==> config.mk <==
export PLATFORM = sky130hd
export DESIGN_NAME = fco_fault_code_unit
export DESIGN_NICKNAME = d
export VERILOG_FILES = /design/src/fco_pkg.sv /design/src/fco_fault_code_unit.sv
export VERILOG_INCLUDE_DIRS = /design/src /design/src/src
export SDC_FILE = /design/constraint.sdc
export NUM_CORES = 1
export LEC_CHECK = 0
export BUFFER_PORTS_ARGS = -buffer_cell sky130_fd_sc_hd__buf_4
export CAP_MARGIN = 5
export CORE_UTILIZATION = 55
export DETAILED_ROUTE_END_ITERATION = 10
export PLACE_DENSITY = 0.95
export SLEW_MARGIN = 20
export SYNTH_ARGS = -nofsm -noshare
export SYNTH_HDL_FRONTEND = slang
export SYNTH_SLANG_ARGS = --single-unit
==> constraint.sdc <==
create_clock -name clk -period 5.7 [get_ports clk]
set_input_delay 1.14 -clock clk [delete_from_list [all_inputs] [get_ports clk]]
set_output_delay 1.14 -clock clk [all_outputs]
set_load 0.02 [all_outputs]
==> src/fco_params.svh <==
// Constants for the fault code output and trip select unit
`ifndef FCO_PARAMS_SVH
`define FCO_PARAMS_SVH
// ****************************************
// Register map (byte addresses)
// ****************************************
`define FCO_AW 4
`define FCO_ADDR_CTRL 4'h0
`define FCO_ADDR_OSPD 4'h4
`define FCO_ADDR_STAT 4'h8
`define FCO_ADDR_CLR 4'hC
// CTRL fields
`define FCO_CTRL_MODE 1:0
`define FCO_CTRL_OPL 2
`define FCO_CTRL_IPL 3
`define FCO_CTRL_ENC 4
`define FCO_CTRL_FDEF 5
`define FCO_CTRL_PFS 6
`define FCO_CLR_BIT 0
// STAT fields
`define FCO_STAT_CODE 3:0
`define FCO_STAT_FOUT 4
`define FCO_STAT_MINOR 5
`define FCO_STAT_DECEL 6
`define FCO_STAT_SHUT 7
`define FCO_STAT_PFD 8
// Mode encodings and reset values
`define FCO_MODE_RST 2'h0
`define FCO_MODE_CONT 2'h1
`define FCO_MODE_FAULT 2'h2
`define FCO_MODE_BAD 2'h3
`define FCO_OPL_RST 1'b1
// Overspeed level in 0.1 Hz units
`define FCO_OSPD_W 12
`define FCO_OSPD_RST 12'h0_578
`define FCO_OSPD_MAX 12'h0_FA0
// ****************************************
// Fault sources and codes
// ****************************************
`define FCO_NEXT 17
`define FCO_NSRC 21
`define FCO_NTBL 15
`define FCO_CODE_NORMAL 4'h0
`define FCO_CODE_OTHER 4'hF
// Codes for sources 0..14, source 0 in the low nibble
`define FCO_CODE_TABLE 60'hEED_CBA9_8765_4321
// Motor thermal, external thermal, thermistor sources
`define FCO_DECEL_MASK 21'h0_8810
// ****************************************
// Timing
// ****************************************
`define FCO_CLK_HZ 40_000_000
`define FCO_ILF_TIME_MS 1000
`define FCO_ILF_CYCLES (`FCO_CLK_HZ / 1000 * `FCO_ILF_TIME_MS)
`define FCO_ILF_W 26
`endif

==> src/fco_pkg.sv <==
// Types for the fault code output and trip select unit
package fco_pkg;
   typedef enum logic [1:0] {
      FCO_CM_VF,
      FCO_CM_SENSORLESS,
      FCO_CM_VECTOR,
      FCO_CM_ENCODER
   } fco_ctrl_t;
   typedef enum logic [1:0] {FCO_IDLE, FCO_DECEL, FCO_TRIP} fco_state_t;
endpackage

==> src/fco_fault_code_unit.sv <==
// Fault code terminals, trip selection and register slave
// Functional notes
// - Mode 0 no code, 1 continuous code, 2 code only on fault; reset 0.
// - Mode 2 without fault: terminals carry their ordinary assigned signals.
// - Code bits on four terminals, start terminal MSB, frequency LSB.
// - Code bit 1 turns the output transistor on, 0 leaves it off.
// - Codes 0 normal, 1-3 overcurrent, 4 overvoltage, 5-7 thermal/power.
// - Codes 8 to E for listed faults; every other fault gives F.
// - Nonzero mode shows the fault code regardless of terminal functions.
// - Output phase-loss trip enabled by select bit, reset 1.
// - Input phase loss of one phase for 1 s trips when enabled.
// - With power-fail stop set, input phase loss starts power-fail decel.
// - Loss of first and second phases shuts output off without trip.
// - Vector or encoder control: speed at or above level trips; reset 140 Hz.
// - Sensorless control compares commanded frequency with the level.
// - Encoder loss under vector or encoder control trips when enabled; reset off.
// - Definition 0: every fault shuts output at once and asserts fault.
// - Definition 1: motor thermal decelerates first, faults once stopped.
// - Decel mode thermal faults raise minor flag; others shut off at once.
// - Decelerate-before-trip is suppressed during position control.
//
// The placing of the registers and the Avalon-MM interface to the registers were decided locally.
`include "fco_params.svh"
module fco_fault_code_unit #(
   parameter int unsigned ILF_CYCLES = `FCO_ILF_CYCLES
) (
   input wire logic clk,
   input wire logic arst_n,
   input wire logic [`FCO_AW-1:0] avs_address,
   input wire logic avs_read,
   input wire logic avs_write,
   input wire logic [31:0] avs_writedata,
   output logic [31:0] avs_readdata,
   output logic avs_waitrequest,
   input wire logic [`FCO_NEXT-1:0] faultReq,
   input wire logic outPhaseOpen,
   input wire logic [2:0] inPhaseLost,
   input wire fco_pkg::fco_ctrl_t ctrlMode,
   input wire logic [`FCO_OSPD_W-1:0] motorSpeed,
   input wire logic [`FCO_OSPD_W-1:0] cmdFreq,
   input wire logic encoderLost,
   input wire logic motorStopped,
   input wire logic positionCtrl,
   input wire logic [3:0] termFunc,
   output logic [3:0] codeTerm,
   output logic faultOut,
   output logic minorFault,
   output logic decelReq,
   output logic outputShutoff,
   output logic powerFailDecel
);
   import fco_pkg::*;

   // ****************************************
   // Code lookup
   // ****************************************
   // Lowest source index wins when several faults arrive together
   function automatic logic [3:0] codeOf(input logic [`FCO_NSRC-1:0] v);
      logic [3:0] c;
      logic [59:0] tbl;
      c = `FCO_CODE_NORMAL;
      tbl = `FCO_CODE_TABLE;
      for (int i = `FCO_NSRC - 1; i >= 0; i--) begin
         if (v[i]) begin
            c = (i < `FCO_NTBL) ? tbl[i*4 +: 4] : `FCO_CODE_OTHER;
         end
      end
      return c;
   endfunction

   // ****************************************
   // Registers and bus
   // ****************************************
   logic [1:0] mode, next_mode;
   logic oplEn, next_oplEn;
   logic iplEn, next_iplEn;
   logic encEn, next_encEn;
   logic faultDef, next_faultDef;
   logic pfStop, next_pfStop;
   logic [`FCO_OSPD_W-1:0] ospdLevel, next_ospdLevel;
   logic [31:0] next_avs_readdata;
   logic next_avs_waitrequest;
   logic busReq, wrDone, clearReq;
   logic [3:0] faultCode, next_faultCode;
   fco_state_t state, next_state;

   assign busReq = avs_read | avs_write;
   assign wrDone = avs_write & ~avs_waitrequest;
   assign clearReq = wrDone && avs_address == `FCO_ADDR_CLR &&
      avs_writedata[`FCO_CLR_BIT];

   always_comb begin
      next_mode = mode;
      next_oplEn = oplEn;
      next_iplEn = iplEn;
      next_encEn = encEn;
      next_faultDef = faultDef;
      next_pfStop = pfStop;
      next_ospdLevel = ospdLevel;
      // One wait state: answer in the cycle after the request is seen
      next_avs_waitrequest = ~(busReq & avs_waitrequest);
      next_avs_readdata = avs_readdata;
      if (busReq && avs_waitrequest) begin
         next_avs_readdata = '0;
         case (avs_address)
            `FCO_ADDR_CTRL: begin
               next_avs_readdata[`FCO_CTRL_MODE] = mode;
               next_avs_readdata[`FCO_CTRL_OPL] = oplEn;
               next_avs_readdata[`FCO_CTRL_IPL] = iplEn;
               next_avs_readdata[`FCO_CTRL_ENC] = encEn;
               next_avs_readdata[`FCO_CTRL_FDEF] = faultDef;
               next_avs_readdata[`FCO_CTRL_PFS] = pfStop;
            end
            `FCO_ADDR_OSPD: next_avs_readdata[`FCO_OSPD_W-1:0] = ospdLevel;
            `FCO_ADDR_STAT: begin
               next_avs_readdata[`FCO_STAT_CODE] = faultCode;
               next_avs_readdata[`FCO_STAT_FOUT] = faultOut;
               next_avs_readdata[`FCO_STAT_MINOR] = minorFault;
               next_avs_readdata[`FCO_STAT_DECEL] = decelReq;
               next_avs_readdata[`FCO_STAT_SHUT] = outputShutoff;
               next_avs_readdata[`FCO_STAT_PFD] = powerFailDecel;
            end
            default: next_avs_readdata = '0;
         endcase
      end
      if (wrDone) begin
         case (avs_address)
            `FCO_ADDR_CTRL: begin
               // Unsupported mode value is ignored
               if (avs_writedata[`FCO_CTRL_MODE] != `FCO_MODE_BAD) begin
                  next_mode = avs_writedata[`FCO_CTRL_MODE];
               end
               next_oplEn = avs_writedata[`FCO_CTRL_OPL];
               next_iplEn = avs_writedata[`FCO_CTRL_IPL];
               next_encEn = avs_writedata[`FCO_CTRL_ENC];
               next_faultDef = avs_writedata[`FCO_CTRL_FDEF];
               next_pfStop = avs_writedata[`FCO_CTRL_PFS];
            end
            `FCO_ADDR_OSPD: begin
               // Clamp to the top of the setting range
               if (avs_writedata[`FCO_OSPD_W-1:0] > `FCO_OSPD_MAX ||
                   avs_writedata[31:`FCO_OSPD_W] != '0) begin
                  next_ospdLevel = `FCO_OSPD_MAX;
               end else begin
                  next_ospdLevel = avs_writedata[`FCO_OSPD_W-1:0];
               end
            end
            default: begin
            end
         endcase
      end
   end

   always_ff @(posedge clk or negedge arst_n) begin
      if (!arst_n) begin
         mode <= `FCO_MODE_RST;
         oplEn <= `FCO_OPL_RST;
         iplEn <= 1'b0;
         encEn <= 1'b0;
         faultDef <= 1'b0;
         pfStop <= 1'b0;
         ospdLevel <= `FCO_OSPD_RST;
         avs_readdata <= '0;
         avs_waitrequest <= 1'b1;
      end else begin
         mode <= next_mode;
         oplEn <= next_oplEn;
         iplEn <= next_iplEn;
         encEn <= next_encEn;
         faultDef <= next_faultDef;
         pfStop <= next_pfStop;
         ospdLevel <= next_ospdLevel;
         avs_readdata <= next_avs_readdata;
         avs_waitrequest <= next_avs_waitrequest;
      end
   end

   // ****************************************
   // Trip detection
   // ****************************************
   logic [`FCO_ILF_W-1:0] ilfCnt, next_ilfCnt;
   logic anyLost, rsLost, ilfHit, ospdHit, encHit, oplHit;
   logic [`FCO_NSRC-1:0] src;
   logic decelStart, anyFault, otherFault;

   assign anyLost = |inPhaseLost;
   assign rsLost = inPhaseLost[0] & inPhaseLost[1];
   // Saturated count alone must not trip once the loss has gone
   assign ilfHit = iplEn && anyLost && !rsLost &&
      ilfCnt == `FCO_ILF_W'(ILF_CYCLES - 1);
   assign oplHit = oplEn & outPhaseOpen;
   always_comb begin
      case (ctrlMode)
         FCO_CM_VECTOR, FCO_CM_ENCODER: ospdHit = motorSpeed >= ospdLevel;
         FCO_CM_SENSORLESS: ospdHit = cmdFreq >= ospdLevel;
         default: ospdHit = 1'b0;
      endcase
   end
   assign encHit = encEn & encoderLost &
      (ctrlMode == FCO_CM_ENCODER || ctrlMode == FCO_CM_VECTOR);
   // Power-fail stop diverts input phase loss away from the trip
   assign src = {encHit, ospdHit, ilfHit & ~pfStop, oplHit, faultReq};
   assign anyFault = |src;
   assign otherFault = |(src & ~`FCO_DECEL_MASK);
   assign decelStart = faultDef & ~positionCtrl & ~otherFault &
      |(src & `FCO_DECEL_MASK);

   always_comb begin
      // Continuous loss only: any gap restarts the count
      if (iplEn && anyLost && !rsLost) begin
         next_ilfCnt = ilfHit ? ilfCnt : ilfCnt + 1'b1;
      end else begin
         next_ilfCnt = '0;
      end
   end

   always_ff @(posedge clk or negedge arst_n) begin
      if (!arst_n) begin
         ilfCnt <= '0;
      end else begin
         ilfCnt <= next_ilfCnt;
      end
   end

   // ****************************************
   // Fault sequencing and terminals
   // ****************************************
   logic next_faultOut, next_minorFault, next_decelReq;
   logic next_outputShutoff, next_powerFailDecel;
   logic [3:0] next_codeTerm;

   always_comb begin
      next_state = state;
      next_faultCode = faultCode;
      case (state)
         FCO_IDLE: begin
            if (decelStart) begin
               next_state = FCO_DECEL;
               next_faultCode = codeOf(src);
            end else if (anyFault) begin
               next_state = FCO_TRIP;
               next_faultCode = codeOf(src);
            end
         end
         FCO_DECEL: begin
            if (otherFault) begin
               next_state = FCO_TRIP;
               next_faultCode = codeOf(src & ~`FCO_DECEL_MASK);
            end else if (motorStopped) begin
               next_state = FCO_TRIP;
            end
         end
         FCO_TRIP: begin
            if (clearReq) begin
               next_state = FCO_IDLE;
               next_faultCode = `FCO_CODE_NORMAL;
            end
         end
         default: next_state = FCO_IDLE;
      endcase
      next_faultOut = next_state == FCO_TRIP;
      next_minorFault = next_state == FCO_DECEL;
      next_decelReq = next_state == FCO_DECEL;
      next_outputShutoff = next_state == FCO_TRIP || rsLost;
      next_powerFailDecel = (powerFailDecel & ~clearReq) |
         (ilfHit & pfStop);
      // Bit 3 start, 2 power-fail, 1 overload, 0 frequency terminal
      case (mode)
         `FCO_MODE_CONT: next_codeTerm = next_faultCode;
         `FCO_MODE_FAULT: next_codeTerm = (next_state == FCO_TRIP) ?
            next_faultCode : termFunc;
         default: next_codeTerm = termFunc;
      endcase
   end

   // High on codeTerm turns the terminal transistor on
   always_ff @(posedge clk or negedge arst_n) begin
      if (!arst_n) begin
         state <= FCO_IDLE;
         faultCode <= `FCO_CODE_NORMAL;
         faultOut <= 1'b0;
         minorFault <= 1'b0;
         decelReq <= 1'b0;
         outputShutoff <= 1'b0;
         powerFailDecel <= 1'b0;
         codeTerm <= '0;
      end else begin
         state <= next_state;
         faultCode <= next_faultCode;
         faultOut <= next_faultOut;
         minorFault <= next_minorFault;
         decelReq <= next_decelReq;
         outputShutoff <= next_outputShutoff;
         powerFailDecel <= next_powerFailDecel;
         codeTerm <= next_codeTerm;
      end
   end
endmodule

-- Word level (Yosys, flattened, before mapping)
Cells that the tools add are included.
- add/sub/neg operators: 1
- eq/ne operators: 15
- muxes and demuxes: 54
- reduce and logical (&&, ||, !) cells: 21
- bitwise operators: 20
- magnitude comparators: 3
- operators by type and width (cell ; number):
    4-bit 2-to-1 mux ; 39
    26-bit 2-to-1 mux ; 2
    26-bit by 1-bit adder with 26-bit output, second input constant ; 1
    26-bit == test, second input constant ; 1
    12-bit >= comparator ; 2
    7-bit case mux with 3 select lines ; 1
    21-bit OR reduction ; 1
    20-bit nonzero test ; 1
    18-bit OR reduction ; 1
    1-bit AND ; 12
    12-bit greater-than comparator, second input constant ; 1
    12-bit 2-to-1 mux ; 1
    4-bit case mux with 3 select lines ; 1
    2-bit == test, second input constant ; 5
    2-bit 2-to-1 mux ; 5
    2-bit by 1-bit == test with 1-bit output, second input constant ; 4
    4-bit == test, second input constant ; 2
    4-bit case mux with 2 select lines ; 1
    1-bit logical AND ; 6
    1-bit NOT ; 6
    2-bit case mux with 3 select lines ; 1
    3-bit OR reduction ; 2
    4-bit by 3-bit == test with 1-bit output, second input constant ; 1
    4-bit logical NOT ; 1
    11 further kinds ; 16
- logic and storage cells: 131
- output and inout port bits: 42
- register bits: 72

-- Logic depth before layout (Yosys ltp)
- word-level depth: 29
- gate-level depth with buffers: 11
- gate-level depth less buffers: 10

-- Worst setup path before layout
OpenSTA, ideal clock, no wires.
- path type: input-to-reg
- start point: in cmdFreq[10]
- end point: reg codeTerm[3]
- arrival time: 3.478 ns
- stages: 10
- path slack: 2.090 ns
- required time: 5.568 ns
- buffers on the path: 1
- cell sequence: ha_1 -> a21oi_2 -> nand2_1 -> a211o_1 -> a221o_1 -> or3_1 -> buf_6 -> o31ai_4 -> mux2i_1 -> o221ai_2
- cells in the longest elaborated chain, start to end: 27
- elaborated cells between the ends (all ways): 51
- those cells by class: 1 x order compare; 1 x eq/ne; 44 x mux; 3 x bitwise; 2 x reduce/logical
- ends and longest elaborated chain (item ; RTL line ; text):
    from (decl) ; fco_fault_code_unit.sv:40 ; input wire logic [`FCO_OSPD_W-1:0] cmdFreq,
    12-bit >= comparator (*) ; fco_fault_code_unit.sv:195 ; FCO_CM_SENSORLESS: ospdHit = cmdFreq >= ospdLevel;
    1-bit case mux with 2 select lines (*) ; fco_fault_code_unit.sv:193 ; case (ctrlMode)
    4-bit 2-to-1 mux (20 in series) ; fco_fault_code_unit.sv:64 ; if (v[i]) begin
    4-bit 2-to-1 mux ; fco_fault_code_unit.sv:240 ; end else if (anyFault) begin
    4-bit 2-to-1 mux ; fco_fault_code_unit.sv:237 ; if (decelStart) begin
    4-bit case mux with 3 select lines ; fco_fault_code_unit.sv:235 ; case (state)
    4-bit 2-to-1 mux ; fco_fault_code_unit.sv:270 ; `FCO_MODE_FAULT: next_codeTerm = (next_state == FCO_TRIP) ?
    4-bit case mux with 2 select lines (*) ; fco_fault_code_unit.sv:268 ; case (mode)
    via next_codeTerm[3] ; fco_fault_code_unit.sv:230 ; logic [3:0] next_codeTerm;
    to (signal assigned) ; fco_fault_code_unit.sv:295 ; codeTerm <= next_codeTerm;
    to (decl) ; fco_fault_code_unit.sv:45 ; output logic [3:0] codeTerm,
The timed path passes the listed nets; every way through them passes the cells marked *.
A chain may end at the register's enable or synchronous reset.

-- Final worst setup path
Same ends and word-level chain as after synthesis.

==> flow_summary.ini <==
[grt]
first_global_vias = 4357
antenna_found_initial = 0
grt_max_degree = 73
grt_pass1_wl_um = 20100
overflow = 0
track_usage_pct = 29.3

[pwr]
power_frac_seq_pct = 46.4
p_int_w = 0.000878
p_sw_w = 0.000357
swShare_pct = 28.9
cellLeakagePower_nw = 2.64
p_per_area_mw_per_mm2 = 216
pwr-share-comb_pct = 21.2
ir_drop_v = 0.000112
p_clk_share_pct = 32.4

[timing]
grt_setup_unrepaired = false
worst_pin_slew_ns = 0.873
slew-limit-headroom_pct = 41.8
worst_slack_ns = 2.00
fin_crit_sh_pct = 64.9
hold_viol = 0
tns_ns = 0
whs_ns = 0.507
finalCriticalPeriod_ns = 3.70
slew_violations = 0
skew_ns = 0.0105
finalSetupViolCount = 0
max_freq_mhz = 271

[setup_path]
path_class = in -> reg
startpoint_type = input pin
crit_start = cmdFreq[10]
reg2reg_from = ospdLevel[10]
worstPathArrival_ns = 3.90
slowest_delay_ns = 0.57
cp.required_ns = 5.90
critPathBufInv = 1
cp_max_fo = 9
crit_chain = buf_4 > ha_1 > a21oi_2 > nand2_1 > a211o_1 > a221o_1 > or3_1 > o31ai_4 > mux2i_1 > o221ai_2
slowest_stage = or3_1
crit_family = compound AO/OA/AOI/OAI gates
worst_setup_path_end_kind = flop

[placed_design]
portBuffers = 115
gp_congestion = 0.977
dp_cells = 721
hpwl_um = 9590
dp_slack_ns = 1.68

[cts]
cts_tree = built
numCtsBuffers = 9
clock_path_buffers = 2
cts_resized = 0
cts_root_buf = clkbuf_8
cts_num_sinks = 72
postCtsSetupBuffers = 0
cts_hold_buffers = 0
clk-insertion-delay-late_ns = 0.33
cts.clk_slew.worst_paths_ns = 0.07
htreeDepth = 3

[yosys]
synthTopCellsByCount = 65 x nor2_1, 64 x dfrtp_1, 45 x nand2_1
ys_top_cells_by_area = dfrtp_1 35%, ha_1 7.3%, nor2_1 5.3%
synth_top_flop_cell = dfrtp_1
async_reset_ff_share_pct = 100
synth_seq_area_share_pct = 39.2
synth_top_area_share_pct = 34.6
synth_most_common_cell = nor2_1
synth_edf_count = 0
ys_ff_latch = 72
ys_warn_count = 0
netlist_instances = 510
ys_types = 67
syn_area_per_cell_um2 = 9.07
netlist_area_mm2 = 0.00462
synth_top_cell_by_area = dfrtp_1

[floorplan]
io_pins = 136
fp.dieW_um = 93.7
core_mm2 = 0.00818
rows = 33
initial_utilization_pct = 56.6
die_h_um = 93.7
die_area_mm2 = 0.00878

[layout]
regArea_mm2 = 0.00181
diodes = 0
area_growth_pct = 23.6
fin_nets = 748
drive_gt1_share_pct = 24.8
multi_input_area_mm2 = 0.00257
fin_cells = 737
fill_cells = 609

[detailed_routing]
vias_per_cell = 6.06
wl_per_cell_um = 17.0
antenna_left = 0
drtIter0Drc = 323
drc = 0
drtPass1Iterations = 5
via_count = 4466
wl_um = 12500

[flow_run]
max_cap_violations = 0

[hold_path]
hold_class = reg -> reg
hold_path.startpoint = avs_readdata[11]

[run_status]
outcome = finished clean
## routing by layer
metal / GRT usage [%] / routed length [um] / vias up
met5: 0 / 0 / -
met4: 13.7 / 416 / 0
met3: 4.45 / 834 / 42
met2: 50.1 / 6240 / 237
met1: 36.5 / 5040 / 2145
li1: - / - / 2042
## power groups by stage
stage | registers, W | clock network [W] | logic, W
floorplan | 0.000586 | 0 | 0.000131
global placement | 0.000578 | 0 | 0.000245
detailed placement | 0.000579 | 0 | 0.000259
CTS | 0.000571 | 0.000402 | 0.000260
global route | 0.000573 | 0.000422 | 0.000286
finish | 0.000572 | 0.000400 | 0.000262
## state kept, by name (all words and copies together) (netlist names)
register and cells:
avs_readdata 12, avs_waitrequest 1, codeTerm 4, decelReq 1
encEn 1, faultCode 4, faultDef 1, faultOut 1
ilfCnt 26, iplEn 1, mode 2, oplEn 1
ospdLevel 12, outputShutoff 1, pfStop 1, powerFailDecel 1
state 2
## tightest hold or removal path, cell delays in order (launching register included)
cell and delay [ns]:
dfrtp_1 0.35, nand2_1 0.06, o21ai_0 0.07
## cell families after synthesis
logic type / share of synthesized area [%]
other cells: 0.0811
xor+xnor: 4.17
simple gates: 22.3
buf+inv: 6.77
compound gates: 16.8
fa+ha+maj: 7.31
flops: 39.2
mux: 3.41
## cells in the final DEF, fill, tap and decap left out, drive strengths merged, types with 4 or more instances in the layout
cell type	count
and2	5
nor4bb	4
or3	11
nor2	65
nand3	20
xor2	17
nand4	11
inv	29
o21ai	27
nor4	10
mux2	6
or4	5
nor3	10
clkbuf	15
dfstp	8
a21oi	20
dfrtp	64
a22o	14
buf	118
conb	20
ha	27
xnor2	5
mux2i	9
nand2	45
nand2b	8
## cell type report
cell class,count,area share [%]
clock inverters,1,0.131
well taps,105,2.30
multi-input cells,397,45.0
flip-flops and latches,72,31.7
clock buffers,15,3.44
repair buffers,118,15.5
inverters,29,1.91
## worst paths after layout
check                      slack [ns]  cells after the start               end
max                              2.00                     10       codeTerm[3]
min                              0.51                      2  avs_readdata[11]
max reg2reg                      2.31                     10       codeTerm[3]
min reg2reg                      0.51                      2  avs_readdata[11]
max in group asynchronous        4.21                      1        ilfCnt[10]
min in group asynchronous        0.93                      1        ilfCnt[21]
## per-stage QoR
stage               area (um^2)  utilization (%)  power, W
finish                     5710             69.9   0.00123
global route               5710             69.9   0.00128
detailed placement         5510             67.4  0.000838
floorplan                  4690                -  0.000717
CTS                        5710             69.9   0.00123
global placement           5510             67.4  0.000823
No activity file was read; power rests on OpenSTA's default activity.
